## config.mk

```make
export PLATFORM = sky130hd
export DESIGN_NAME = usb_fn_endpoints
export DESIGN_NICKNAME = d
export VERILOG_FILES = /design/src/common/usb_fn_pkg.sv /design/src/verilog/usb_fn_endpoints.sv
export SDC_FILE = /design/constraint.sdc
export NUM_CORES = 1
export LEC_CHECK = 0
export BUFFER_PORTS_ARGS = -buffer_cell sky130_fd_sc_hd__buf_4
export CORE_MARGIN = 1.5
export CORE_UTILIZATION = 57
export DETAILED_ROUTE_END_ITERATION = 10
export PLACE_DENSITY = 0.79
export RECOVER_POWER = 25
export SLEW_MARGIN = 15
export SYNTH_ARGS = -nofsm -noshare
export SYNTH_HDL_FRONTEND = slang
export SYNTH_SLANG_ARGS = --single-unit
export TNS_END_PERCENT = 1
```

## constraint.sdc

```tcl
create_clock -name sys_clk -period 3.2 [get_ports sys_clk]
set_clock_uncertainty 0.1 [all_clocks]
set_input_delay 0.64 -clock sys_clk [delete_from_list [all_inputs] [get_ports sys_clk]]
set_output_delay 0.64 -clock sys_clk [all_outputs]
set_load 0.01 [all_outputs]
```

## src/common/usb_fn_pkg.sv

```systemverilog
/*
 Constants and carriers for the embedded USB function endpoint block.
 Assumes the serial engine and the block share one clock and one reset.
*/
package usb_fn_pkg;
   localparam int DW = 8;
   localparam int FIFO_DEPTH = 8;
   localparam int PW = 4;
   localparam logic [PW-1:0] FIFO_FULL = 4'h8;
   localparam logic [PW-1:0] PTR_ONE = 4'h1;
   localparam logic [PW-1:0] PTR_ZERO = 4'h0;

   // Register word offsets (byte address = offset)
   localparam logic [7:0] OFF_INT = 8'h00;
   localparam logic [7:0] OFF_MASK = 8'h04;
   localparam logic [7:0] OFF_CTRL = 8'h08;
   localparam logic [7:0] OFF_TXSTAT = 8'h0c;
   localparam logic [7:0] OFF_RXSTAT = 8'h10;
   localparam logic [7:0] OFF_TXCNT = 8'h14;
   localparam logic [7:0] OFF_TXDATA = 8'h18;
   localparam logic [7:0] OFF_RXCNT = 8'h1c;
   localparam logic [7:0] OFF_RXDATA = 8'h20;

   // Interrupt register bits
   localparam int INT_CIN = 0;
   localparam int INT_COUT = 1;
   localparam int INT_EP1 = 2;
   localparam int INT_FUNCTION_RESET_FLAG = 3;
   localparam int INT_SUSP = 4;
   localparam int INT_W = 5;

   // Control register bits
   localparam int CTRL_IN_EN = 0;
   localparam int CTRL_OUT_EN = 1;
   localparam int CTRL_EP1_EN = 2;

   // Transmit status/control bits
   localparam int TX_ACK = 0;
   localparam int TX_FIFO_UNDERRUN_FLAG = 1;
   localparam int TX_FIFO_OVERRUN_FLAG = 2;
   localparam int TX_STATUS_STAGE_FLAG = 3;
   localparam int TX_SEND_EN = 4;
   localparam int TX_CLR = 5;

   // Receive status/control bits
   localparam int RX_ACK = 0;
   localparam int RX_SETUP = 1;
   localparam int RX_FIFO_UNDERRUN_FLAG = 2;
   localparam int RX_FIFO_OVERRUN_FLAG = 3;
   localparam int RX_ACC_EN = 4;
   localparam int RX_CLR = 5;

   // Events from the serial engine, each a one-cycle pulse
   typedef struct packed {
      logic bus_reset;
      logic suspend;
      logic resume;
      logic setup_begin;
      logic out_byte;
      logic [DW-1:0] out_data;
      logic out_end;
      logic out_is_setup;
      logic in_pop;
      logic in_end;
      logic ep1_end;
   } usb_evt_t;

   // Levels and data back to the serial engine
   typedef struct packed {
      logic attached;
      logic out_accept;
      logic in_ready;
      logic [DW-1:0] in_data;
      logic ep1_ready;
      logic clocks_stop;
   } usb_ctl_t;
endpackage : usb_fn_pkg

```

## src/verilog/usb_fn_endpoints.sv

```systemverilog
/*
 Embedded USB function endpoint logic: endpoint 0 transmit and receive
 buffers, status flags, byte counts, endpoint 1 enable, interrupt register
 with mask and active-low request, all reached over a classic Wishbone slave.
 Assumes the serial engine runs on sys_clk and presents events as pulses.
*/
// Summary of operation
// Reset clears every interrupt bit, so the request pin idles high.
// Function attaches only when both endpoint 0 enables are set.
// An interrupt bit drives the request only when its mask bit is one.
// Five interrupt bits: control in, control out, endpoint 1, reset, suspend.
// Pending unmasked interrupt drives the request pin low.
// Host reset or new setup clears all interrupts, then sets the new one.
// Endpoint 1 works only when its enable bit is set.
// Firmware times out and re-enables receive acceptance.
// Setting receive accept enable lets the next out packet be acknowledged.
// Successful in transaction sets transmit ack and raises control in.
// Firmware loads transmit bytes, writes count, restarts its timer.
// Transmit under/over-run sets its flag; transmit clear removes it.
// Receive sets ack, plus setup flag for setup; clearing both clears it.
// Receive buffer reads are blocked while the setup flag is set.
// Receive byte count reports how many bytes the buffer holds.
// Reading past receive contents sets under-run; receive clear removes it.
// Writing zero transmit count sets transmit send enable.
// Transmit buffer holds at most eight bytes per in stage.
// Receive over-run sets its flag and raises control out interrupt.
// A new setup stage clears the receive ack flag.
// Function reset clears registers except masks, endpoint 0 enables, reset bit.
// Writing 08h to the interrupt register clears the reset bit.
// Suspend sets its bit; clearing it by 10h stops the clocks.
// Request pin returns high when no set unmasked bit remains.
// No out acknowledge while accept enable is clear; cleared after a packet.
`timescale 1ns/1ps
module usb_fn_endpoints
   import usb_fn_pkg::*;
(
   // Clock and reset
   input wire logic sys_clk,
   input wire logic arst_n,
   // Wishbone slave
   input wire logic cyc_i,
   input wire logic stb_i,
   input wire logic we_i,
   input wire logic [7:0] adr_i,
   input wire logic [3:0] sel_i,
   input wire logic [31:0] dat_i,
   output logic [31:0] dat_o,
   output logic ack_o,
   // Serial engine
   input wire usb_evt_t evt,
   output usb_ctl_t ctl,
   // Interrupt request pin
   output logic irq_n
);
   logic ack_reg;
   logic [31:0] rdata_reg;
   logic [2:0] ctrl_reg;
   logic [INT_W-1:0] mask_reg;
   logic ep1_flag_reg, function_reset_flag_flag_reg, susp_flag_reg, stop_reg;
   logic [5:0] tx_stat_reg, rx_stat_reg;
   logic [PW-1:0] tx_len_reg, tx_fill_reg, tx_rd_reg;
   logic [PW-1:0] rx_fill_reg, rx_rd_reg;
   logic setup_busy_reg;
   logic [DW-1:0] tx_mem [FIFO_DEPTH];
   logic [DW-1:0] rx_mem [FIFO_DEPTH];
   logic [DW-1:0] in_data_reg;
   logic [INT_W-1:0] int_vec;
   logic req, wr, rd, attached, wr_lane0;
   logic [DW-1:0] wbyte;

   function automatic logic hit(input logic [7:0] a, input logic [7:0] off);
      hit = (a == off);
   endfunction : hit

   // Request taken in the cycle before ack; ack lasts one cycle
   assign req = cyc_i && stb_i && !ack_reg;
   assign wr = req && we_i;
   assign rd = req && !we_i;
   assign wr_lane0 = wr && sel_i[0];
   assign wbyte = dat_i[DW-1:0];
   assign attached = ctrl_reg[CTRL_IN_EN] && ctrl_reg[CTRL_OUT_EN];

   // Control in/out bits follow their status flags, so clearing them clears it
   always_comb begin
      int_vec = '0;
      int_vec[INT_CIN] = tx_stat_reg[TX_ACK] | tx_stat_reg[TX_FIFO_UNDERRUN_FLAG]
                       | tx_stat_reg[TX_FIFO_OVERRUN_FLAG];
      int_vec[INT_COUT] = rx_stat_reg[RX_ACK] | rx_stat_reg[RX_SETUP]
                        | rx_stat_reg[RX_FIFO_UNDERRUN_FLAG] | rx_stat_reg[RX_FIFO_OVERRUN_FLAG];
      int_vec[INT_EP1] = ep1_flag_reg;
      int_vec[INT_FUNCTION_RESET_FLAG] = function_reset_flag_flag_reg;
      int_vec[INT_SUSP] = susp_flag_reg;
   end

   assign irq_n = !(|(int_vec & mask_reg));

   always_ff @(posedge sys_clk or negedge arst_n) begin
      if (!arst_n) begin
         ack_reg <= 1'b0;
      end else begin
         ack_reg <= req;
      end
   end
   assign ack_o = ack_reg;

   // Mask survives a function reset
   always_ff @(posedge sys_clk or negedge arst_n) begin
      if (!arst_n) begin
         mask_reg <= '0;
      end else if (wr_lane0 && hit(adr_i, OFF_MASK)) begin
         mask_reg <= wbyte[INT_W-1:0];
      end
   end

   // Endpoint 0 enables survive a function reset; endpoint 1 enable does not
   always_ff @(posedge sys_clk or negedge arst_n) begin
      if (!arst_n) begin
         ctrl_reg <= '0;
      end else if (evt.bus_reset) begin
         ctrl_reg[CTRL_EP1_EN] <= 1'b0;
      end else if (wr_lane0 && hit(adr_i, OFF_CTRL)) begin
         ctrl_reg <= wbyte[2:0];
      end
   end

   // Endpoint 1, reset and suspend flags: write one to clear, set wins
   always_ff @(posedge sys_clk or negedge arst_n) begin
      if (!arst_n) begin
         ep1_flag_reg <= 1'b0;
         function_reset_flag_flag_reg <= 1'b0;
         susp_flag_reg <= 1'b0;
      end else if (evt.bus_reset) begin
         ep1_flag_reg <= 1'b0;
         function_reset_flag_flag_reg <= 1'b1;
         susp_flag_reg <= 1'b0;
      end else if (evt.setup_begin) begin
         ep1_flag_reg <= 1'b0;
         function_reset_flag_flag_reg <= 1'b0;
         susp_flag_reg <= 1'b0;
      end else begin
         if (wr_lane0 && hit(adr_i, OFF_INT)) begin
            if (wbyte[INT_EP1]) ep1_flag_reg <= 1'b0;
            if (wbyte[INT_FUNCTION_RESET_FLAG]) function_reset_flag_flag_reg <= 1'b0;
            if (wbyte[INT_SUSP]) susp_flag_reg <= 1'b0;
         end
         if (evt.ep1_end && ctrl_reg[CTRL_EP1_EN]) ep1_flag_reg <= 1'b1;
         if (evt.suspend) susp_flag_reg <= 1'b1;
      end
   end

   // Clocks stop once software acknowledges suspend; bus activity resumes
   always_ff @(posedge sys_clk or negedge arst_n) begin
      if (!arst_n) begin
         stop_reg <= 1'b0;
      end else if (evt.resume || evt.bus_reset) begin
         stop_reg <= 1'b0;
      end else if (wr_lane0 && hit(adr_i, OFF_INT) && wbyte[INT_SUSP]
                   && susp_flag_reg && !evt.suspend) begin
         stop_reg <= 1'b1;
      end
   end

   // Transmit side: byte count, fill from software, drain by host
   always_ff @(posedge sys_clk or negedge arst_n) begin
      if (!arst_n) begin
         tx_stat_reg <= '0;
         tx_len_reg <= '0;
         tx_fill_reg <= '0;
         tx_rd_reg <= '0;
         in_data_reg <= '0;
      end else if (evt.bus_reset || evt.setup_begin) begin
         tx_stat_reg <= '0;
         tx_len_reg <= '0;
         tx_fill_reg <= '0;
         tx_rd_reg <= '0;
      end else begin
         if (wr_lane0 && hit(adr_i, OFF_TXSTAT)) begin
            tx_stat_reg[TX_ACK] <= tx_stat_reg[TX_ACK] & ~wbyte[TX_ACK];
            tx_stat_reg[TX_STATUS_STAGE_FLAG] <= tx_stat_reg[TX_STATUS_STAGE_FLAG] & ~wbyte[TX_STATUS_STAGE_FLAG];
            tx_stat_reg[TX_SEND_EN] <= wbyte[TX_SEND_EN];
            if (wbyte[TX_CLR]) begin
               tx_stat_reg[TX_FIFO_UNDERRUN_FLAG] <= 1'b0;
               tx_stat_reg[TX_FIFO_OVERRUN_FLAG] <= 1'b0;
               tx_fill_reg <= PTR_ZERO;
               tx_rd_reg <= PTR_ZERO;
            end
         end
         if (wr_lane0 && hit(adr_i, OFF_TXCNT)) begin
            tx_len_reg <= wbyte[PW-1:0];
            tx_rd_reg <= PTR_ZERO;
            if (wbyte == '0) tx_stat_reg[TX_SEND_EN] <= 1'b1;
         end
         if (wr_lane0 && hit(adr_i, OFF_TXDATA)) begin
            if (tx_fill_reg == FIFO_FULL) begin
               tx_stat_reg[TX_FIFO_OVERRUN_FLAG] <= 1'b1;
            end else begin
               tx_mem[tx_fill_reg[PW-2:0]] <= wbyte;
               tx_fill_reg <= tx_fill_reg + PTR_ONE;
            end
         end
         if (evt.in_pop && attached) begin
            if (tx_rd_reg >= tx_len_reg || tx_rd_reg >= tx_fill_reg) begin
               tx_stat_reg[TX_FIFO_UNDERRUN_FLAG] <= 1'b1;
            end else begin
               in_data_reg <= tx_mem[tx_rd_reg[PW-2:0]];
               tx_rd_reg <= tx_rd_reg + PTR_ONE;
            end
         end
         if (evt.in_end && attached && tx_stat_reg[TX_SEND_EN]) begin
            tx_stat_reg[TX_ACK] <= 1'b1;
            tx_stat_reg[TX_SEND_EN] <= 1'b0;
            if (tx_len_reg == '0) tx_stat_reg[TX_STATUS_STAGE_FLAG] <= 1'b1;
            tx_fill_reg <= PTR_ZERO;
            tx_rd_reg <= PTR_ZERO;
         end
      end
   end

   // Receive side: setup packets land whenever attached, others need accept enable
   always_ff @(posedge sys_clk or negedge arst_n) begin
      if (!arst_n) begin
         rx_stat_reg <= '0;
         rx_fill_reg <= '0;
         rx_rd_reg <= '0;
         setup_busy_reg <= 1'b0;
      end else if (evt.bus_reset) begin
         rx_stat_reg <= '0;
         rx_fill_reg <= '0;
         rx_rd_reg <= '0;
         setup_busy_reg <= 1'b0;
      end else if (evt.setup_begin) begin
         rx_stat_reg <= '0;
         rx_fill_reg <= '0;
         rx_rd_reg <= '0;
         setup_busy_reg <= attached;
      end else begin
         if (wr_lane0 && hit(adr_i, OFF_RXSTAT)) begin
            rx_stat_reg[RX_ACK] <= rx_stat_reg[RX_ACK] & ~wbyte[RX_ACK];
            rx_stat_reg[RX_SETUP] <= rx_stat_reg[RX_SETUP] & ~wbyte[RX_SETUP];
            if (wbyte[RX_ACC_EN] && !rx_stat_reg[RX_ACC_EN]) begin
               rx_stat_reg[RX_ACC_EN] <= 1'b1;
               rx_fill_reg <= PTR_ZERO;
               rx_rd_reg <= PTR_ZERO;
            end else if (!wbyte[RX_ACC_EN]) begin
               rx_stat_reg[RX_ACC_EN] <= 1'b0;
            end
            if (wbyte[RX_CLR]) begin
               rx_stat_reg[RX_FIFO_UNDERRUN_FLAG] <= 1'b0;
               rx_stat_reg[RX_FIFO_OVERRUN_FLAG] <= 1'b0;
            end
         end
         if (rd && hit(adr_i, OFF_RXDATA) && !rx_stat_reg[RX_SETUP]) begin
            if (rx_rd_reg >= rx_fill_reg) begin
               rx_stat_reg[RX_FIFO_UNDERRUN_FLAG] <= 1'b1;
            end else begin
               rx_rd_reg <= rx_rd_reg + PTR_ONE;
            end
         end
         if (evt.out_byte && ctl.out_accept) begin
            if (rx_fill_reg == FIFO_FULL) begin
               rx_stat_reg[RX_FIFO_OVERRUN_FLAG] <= 1'b1;
            end else begin
               rx_mem[rx_fill_reg[PW-2:0]] <= evt.out_data;
               rx_fill_reg <= rx_fill_reg + PTR_ONE;
            end
         end
         if (evt.out_end && ctl.out_accept) begin
            rx_stat_reg[RX_ACK] <= 1'b1;
            if (evt.out_is_setup) rx_stat_reg[RX_SETUP] <= 1'b1;
            rx_stat_reg[RX_ACC_EN] <= 1'b0;
            setup_busy_reg <= 1'b0;
         end
      end
   end

   // Read data, sampled with the request
   always_ff @(posedge sys_clk or negedge arst_n) begin
      if (!arst_n) begin
         rdata_reg <= '0;
      end else if (rd) begin
         rdata_reg <= '0;
         case (adr_i)
            OFF_INT: rdata_reg[INT_W-1:0] <= int_vec;
            OFF_MASK: rdata_reg[INT_W-1:0] <= mask_reg;
            OFF_CTRL: rdata_reg[2:0] <= ctrl_reg;
            OFF_TXSTAT: rdata_reg[5:0] <= tx_stat_reg;
            OFF_RXSTAT: rdata_reg[5:0] <= rx_stat_reg;
            OFF_TXCNT: rdata_reg[PW-1:0] <= tx_len_reg;
            OFF_RXCNT: rdata_reg[PW-1:0] <= rx_fill_reg - rx_rd_reg;
            OFF_RXDATA: begin
               if (!rx_stat_reg[RX_SETUP] && rx_rd_reg < rx_fill_reg) begin
                  rdata_reg[DW-1:0] <= rx_mem[rx_rd_reg[PW-2:0]];
               end
            end
            default: rdata_reg <= '0;
         endcase
      end
   end
   assign dat_o = rdata_reg;

   // Acceptance gated by attach; setup cannot be refused
   always_comb begin
      ctl.attached = attached;
      ctl.out_accept = attached && (rx_stat_reg[RX_ACC_EN] || setup_busy_reg);
      ctl.in_ready = attached && tx_stat_reg[TX_SEND_EN];
      ctl.in_data = in_data_reg;
      ctl.ep1_ready = attached && ctrl_reg[CTRL_EP1_EN];
      ctl.clocks_stop = stop_reg;
   end
endmodule : usb_fn_endpoints
```

Yosys cells after proc, flatten, opt, wreduce, memory -nomap -nowiden
Memories as Yosys holds them, arrays and structs flattened. A register that Yosys moved wholly into a read port is not among the register bits.
Index checks and enable logic that the tools add are counted.
Widths: inputs -> output; s select.
{ "totals": {"register_bits": 53, "in_bits": 67, "rom_bits": 0, "mem_count": 2, "ramBits": 128, "wordCells": 213, "latch_bits": 0, "out_inout_bits": 47} }
{ "op_classes": {"n_bitwise": 16, "n_mul": 0, "n_div": 0, "eq_ne": 11, "addsub": 5, "muxes": 89, "shift": 0, "magnitude_cmp": 4, "n_reduce_logical": 65} }
{ "mem_list": {"columns": ["memory", "depth", "word_bits", "read_ports", "rd_ports_with_merged_regs", "wr", "line_no", "rtl"], "rows": [
  ["rx_mem", 8, 8, 1, 0, 1, "usb_fn_endpoints.sv:65", "logic [DW-1:0] rx_mem [FIFO_DEPTH];"],
  ["tx_mem", 8, 8, 1, 1, 1, "usb_fn_endpoints.sv:64", "logic [DW-1:0] tx_mem [FIFO_DEPTH];"]
]} }
{ "ops": {"columns": ["op", "count"], "rows": [
  ["$mux 4", 27],
  ["$mux 1", 46],
  ["$eq 8x5->1 const B", 4],
  ["$logic_and 1x1->1", 31],
  ["$pmux 3 s8", 1],
  ["$mux 5", 4],
  ["$reduce_bool 4->1", 5],
  ["$add 4x1->4 const B", 4],
  ["$eq 8x4->1 const B", 2],
  ["$logic_not 8->1", 2],
  ["$ge 4x4->1", 3],
  ["$reduce_bool 3->1", 4],
  ["$mux 2", 5],
  ["$reduce_and 2->1", 5],
  ["$eq 4x4->1 const B", 2],
  ["$eq 8x3->1 const B", 1],
  ["$eq 8x6->1 const B", 1],
  ["$mux 8", 1],
  ["$reduce_bool 2->1", 4],
  ["$logic_not 1->1", 7],
  ["$pmux 1 s7", 1],
  ["$mux 6", 1],
  ["$not 1->1", 6],
  ["$and 5x5->5", 1],
  ["other kinds (12)", 22]
]} }

Longest topological paths before layout
{ "logic_depth": {"depth_word": 11, "depth_mapped": 10, "ltp_nobuf": 9} }

Least setup slack after synthesis
Ideal clock, no wire load.
{ "synth_path": {"path_type": "input -> register", "from": "input port adr_i[3]", "to": "memory tx_mem[0][0], enable pin", "arrival_time_ps": 2478, "path_buffers": 1, "t_required_ps": 2717, "setup_slack_ps": 239, "path_stages": 5, "cell_sequence": "buf_2 -> or4b_1 -> nor4_4 -> nand4_1 -> nor3_1"} }
{ "synth_via": {"elab_chain_len": 6} }
{ "synth_rtl": {"columns": ["element", "line_no", "rtl"], "rows": [
  ["start, declared", "usb_fn_endpoints.sv:44", "input wire logic [7:0] adr_i,"],
  ["$eq 8x5->1", "usb_fn_endpoints.sv:72", "hit = (a == off);"],
  ["$logic_and 1x1->1", "usb_fn_endpoints.sv:193", "if (wr_lane0 && hit(adr_i, OFF_TXDATA)) begin"],
  ["$mux 1", "usb_fn_endpoints.sv:193", null],
  ["$mux 1", "usb_fn_endpoints.sv:171", "end else if (evt.bus_reset || evt.setup_begin) begin"],
  ["$logic_and 1x1->1 (implied by the code)", "usb_fn_endpoints.sv:197", "tx_mem[tx_fill_reg[PW-2:0]] <= wbyte;"],
  ["$mux 1 (implied by the code)", "usb_fn_endpoints.sv:197", null],
  ["end, declared", "usb_fn_endpoints.sv:64", null]
]} }
No other way between the ends.

Worst setup path after layout
{ "layout_path": {"from": "register rx_fill_reg[0]", "to": "register rdata_reg[6] (netlist: dat_o[6])"} }
{ "layout_via": {"elab_chain_len": 4} }
{ "layout_rtl": {"columns": ["element", "line_no", "rtl"], "rows": [
  ["start, declared", "usb_fn_endpoints.sv:62", "logic [PW-1:0] rx_fill_reg, rx_rd_reg;"],
  ["start signal, assigned", "usb_fn_endpoints.sv:264", "rx_fill_reg <= rx_fill_reg + PTR_ONE;"],
  ["$lt 4x4->1", "usb_fn_endpoints.sv:291", "if (!rx_stat_reg[RX_SETUP] && rx_rd_reg < rx_fill_reg) begin"],
  ["$logic_and 1x1->1", "usb_fn_endpoints.sv:291", null],
  ["$mux 8", "usb_fn_endpoints.sv:291", null],
  ["$mux 2", "usb_fn_endpoints.sv:282", "case (adr_i)"],
  ["end signal, assigned by index", "usb_fn_endpoints.sv:283", "OFF_INT: rdata_reg[INT_W-1:0] <= int_vec;"],
  ["end signal, assigned by index", "usb_fn_endpoints.sv:284", "OFF_MASK: rdata_reg[INT_W-1:0] <= mask_reg;"],
  ["end signal, assigned by index", "usb_fn_endpoints.sv:292", "rdata_reg[DW-1:0] <= rx_mem[rx_rd_reg[PW-2:0]];"],
  ["end, declared", "usb_fn_endpoints.sv:56", "logic [31:0] rdata_reg;"]
]} }
No other way between the ends.
A chain may end at the register's enable or synchronous reset.

==> results.cfg <==
[status]
status = finished, final reports clean

[power]
powerDensity_mw_per_mm2 = 478
power_mw = 4.80
ir_drop_mv = 0.406
p_leak_nw = 3.77

[clock_tree]
clk_latency_ns = 0.43
cts_tree = yes
clkTransAtPathRegs_ns = 0.07
clkSinkCount = 188
cts_buffers = 17
clockRootBuffer = clkbuf_16
ctsResizeCount = 0
ctsHtreeMaxLevel = 4
cts_setup_buffers = 0
clockBufferDepth = 2

[synthesis]
yosysWarnings = 0
yosysSeqAreaShare_pct = 60.6
synthTopCellsByArea = edfxtp_1, dfrtp_1, mux4_2
synthArstFlopShare_pct = 31.9
synth_top_area_share_pct = 43.5
syn_inst = 633
avgSynthCellArea_um2 = 13.9
synth-seq-cells = 188
yosysUniqueCellTypes = 67
synthFlopType = edfxtp_1
synth_area_mm2 = 0.00883
yosysTopAreaCell = edfxtp_1
synth_edf_count = 128
synth_common_cells = edfxtp_1, dfrtp_1, nand2_1, mux4_2, nor2_1
yosysMostFrequentCell = edfxtp_1

[drt]
avgViaCountPerCell = 6.33
drc_errors = 0
drt.antenna.violating_nets = 0
drt_wl_total_um = 18900
wl_per_cell_um = 20.7
vias = 5787
first_pass_iters = 6
drt_iter0_markers = 673

[finish]
final_area_mm2 = 0.0101
n_antenna_cell = 0
stdcell_count = 914
drive_gt1_share_pct = 24.7
area_delta_synth_final_pct = 13.9
final_nets = 799

[setup_path]
critPathMaxFanout = 9
crit_top_cell = inv_1
arrival_ns = 3.06
critPathLaunchType = register
worstSetupPathType = reg2reg
crit_buf_inv = 2
path_cells = inv_1 -> ha_1 -> inv_1 -> fa_1 -> a211oi_1 -> nor3_1 -> nand4_1 -> or2_2 -> o21ai_0
max_stage_delay_ns = 0.52
cp.required_ns = 3.45
cpMaxStageDelayCell = dfrtp_1
endpoint_kind = register
critPathTopFamily = simple AND/OR/NAND/NOR gates

[timing]
rsz0062_at_grt = false
hold_viol = 0
worstMarginPinSlew_ns = 0.759
drv_slew = 0
max_slew_margin_pct = 48.9
period_share_pct = 87.7
fin_crit_ns = 2.81
fin_tns_setup_ns = 0
setup_viol = 0
fmax_mhz = 356

[global_route]
grt_pass1_vias = 5683
grt_pass1_wl_um = 29700
antenna_found_initial = 0
grt_max_degree = 52
grt_usage_pct = 24.4
overflow = 0

[placed_design]
dp_hpwl_um = 12700
placed_cells = 881
portBuffers = 62
dpl_cell_area_mm2 = 0.00952
finalWeightedCongestion = 0.927

[die]
dieArea_mm2 = 0.0162
initial_core_util_pct = 58.3
io_pins = 114
die_w_um = 127
die_y_um = 127
core_area_mm2 = 0.0151
rows = 45

[run]
cap_viol_max_count = 0

[hold_path]
hp-class = in2reg
## cell families (layout without fill, tap and decap cells)
kind of cell | after synthesis | after routing | synth area share [%]
XOR/XNOR | 3 | 3 | 0.298
flip-flops | 188 | 188 | 60.6
AND/OR/NAND/NOR | 195 | 195 | 12.6
AO/OA/AOI/OAI | 83 | 83 | 6.24
other | 1 | 24 | 0.0425
multiplexers | 72 | 72 | 13.2
buffers and inverters | 72 | 142 | 4.28
adder cells (fa/ha/maj) | 19 | 19 | 2.78
## stage by stage
step           util (%)  worst slack (ns)  hold slack, ns
2_1_floorplan         -             0.239           0.244
3_3_place_gp       62.9             0.453           0.375
3_5_place_dp       62.9             0.364           0.380
4_1_cts            66.7             0.417           0.241
5_1_grt            66.4             0.146           0.244
6_report           66.4             0.393           0.258
## cells in the final DEF, fill, tap and decap left out, types with 3 or more instances in the layout
master,count
edfxtp_1,128
buf_4,78
dfrtp_1,60
nand2_1,43
mux4_2,33
nor2_1,32
conb_1,24
nand3_1,22
a21oi_1,22
mux2_2,22
ha_1,18
inv_1,17
mux2i_1,17
clkbuf_16,17
nor3_1,16
o21ai_0,16
clkbuf_1,13
nor4_1,10
nand4_1,10
a22oi_1,8
and3_1,8
nand2b_1,8
nand3b_1,7
and2_1,5
o211a_1,5
inv_8,5
or4_1,4
a211oi_1,4
a31oi_1,4
a31o_1,4
or3_1,4
nor2b_1,4
or2_2,3
nor4_4,3
inv_6,3
clkinv_4,3
## layout make-up
type	count	area [µm²]
sequential	188	5350
fill	1052	5090
multi-input combinational	396	3190
timing repair buffer	92	644
clock buffer	17	425
tap	188	235
clock inverter	15	150
inverter	18	67.6
## worst paths after layout
path,start,end,slack (ns),cells past startpoint
min in group asynchronous,arst_n,in_data_reg[5],0.52,2
max reg2reg,rx_fill_reg[0],dat_o[6],0.39,9
max,rx_fill_reg[0],dat_o[6],0.39,9
max in group asynchronous,arst_n,dat_o[1],1.53,3
min,evt[15],stop_reg,0.26,2
min reg2reg,dat_o[5],dat_o[5],0.39,2
## per-layer routing
| metal | track usage [%] | vias up | part of all wire, % |
|---|---|---|---|
| met3 | 5.32 | 42 | 7.4 |
| met1 | 31.7 | 2892 | 39 |
| met5 | 0 | - | 0 |
| met2 | 40.5 | 292 | 51 |
| met4 | 9.69 | 0 | 2.5 |
| li1 | - | 2561 | - |
## worst register-to-register path, delay by kind of cell, from the launching register on
kind / cells / cell delay [ns]
buf+inv: 2 / 0.20
flops: 1 / 0.52
fa+ha+maj: 2 / 0.45
simple gates: 3 / 1.19
compound gates: 2 / 0.25
## power by group
group	internal [mW]	switching [mW]	total, mW
Sequential	2.60	0.00394	2.61
Clock	1.04	0.988	2.03
Combinational	0.0488	0.119	0.167
## repair_timing
| item | in CTS | in global routing |
|---|---|---|
| setup endpoints to repair | 0 | 0 |
| hold buffers | 1 | 0 |
| hold endpoints to repair | 9 | 0 |
Power figures use the tool's default switching activity.
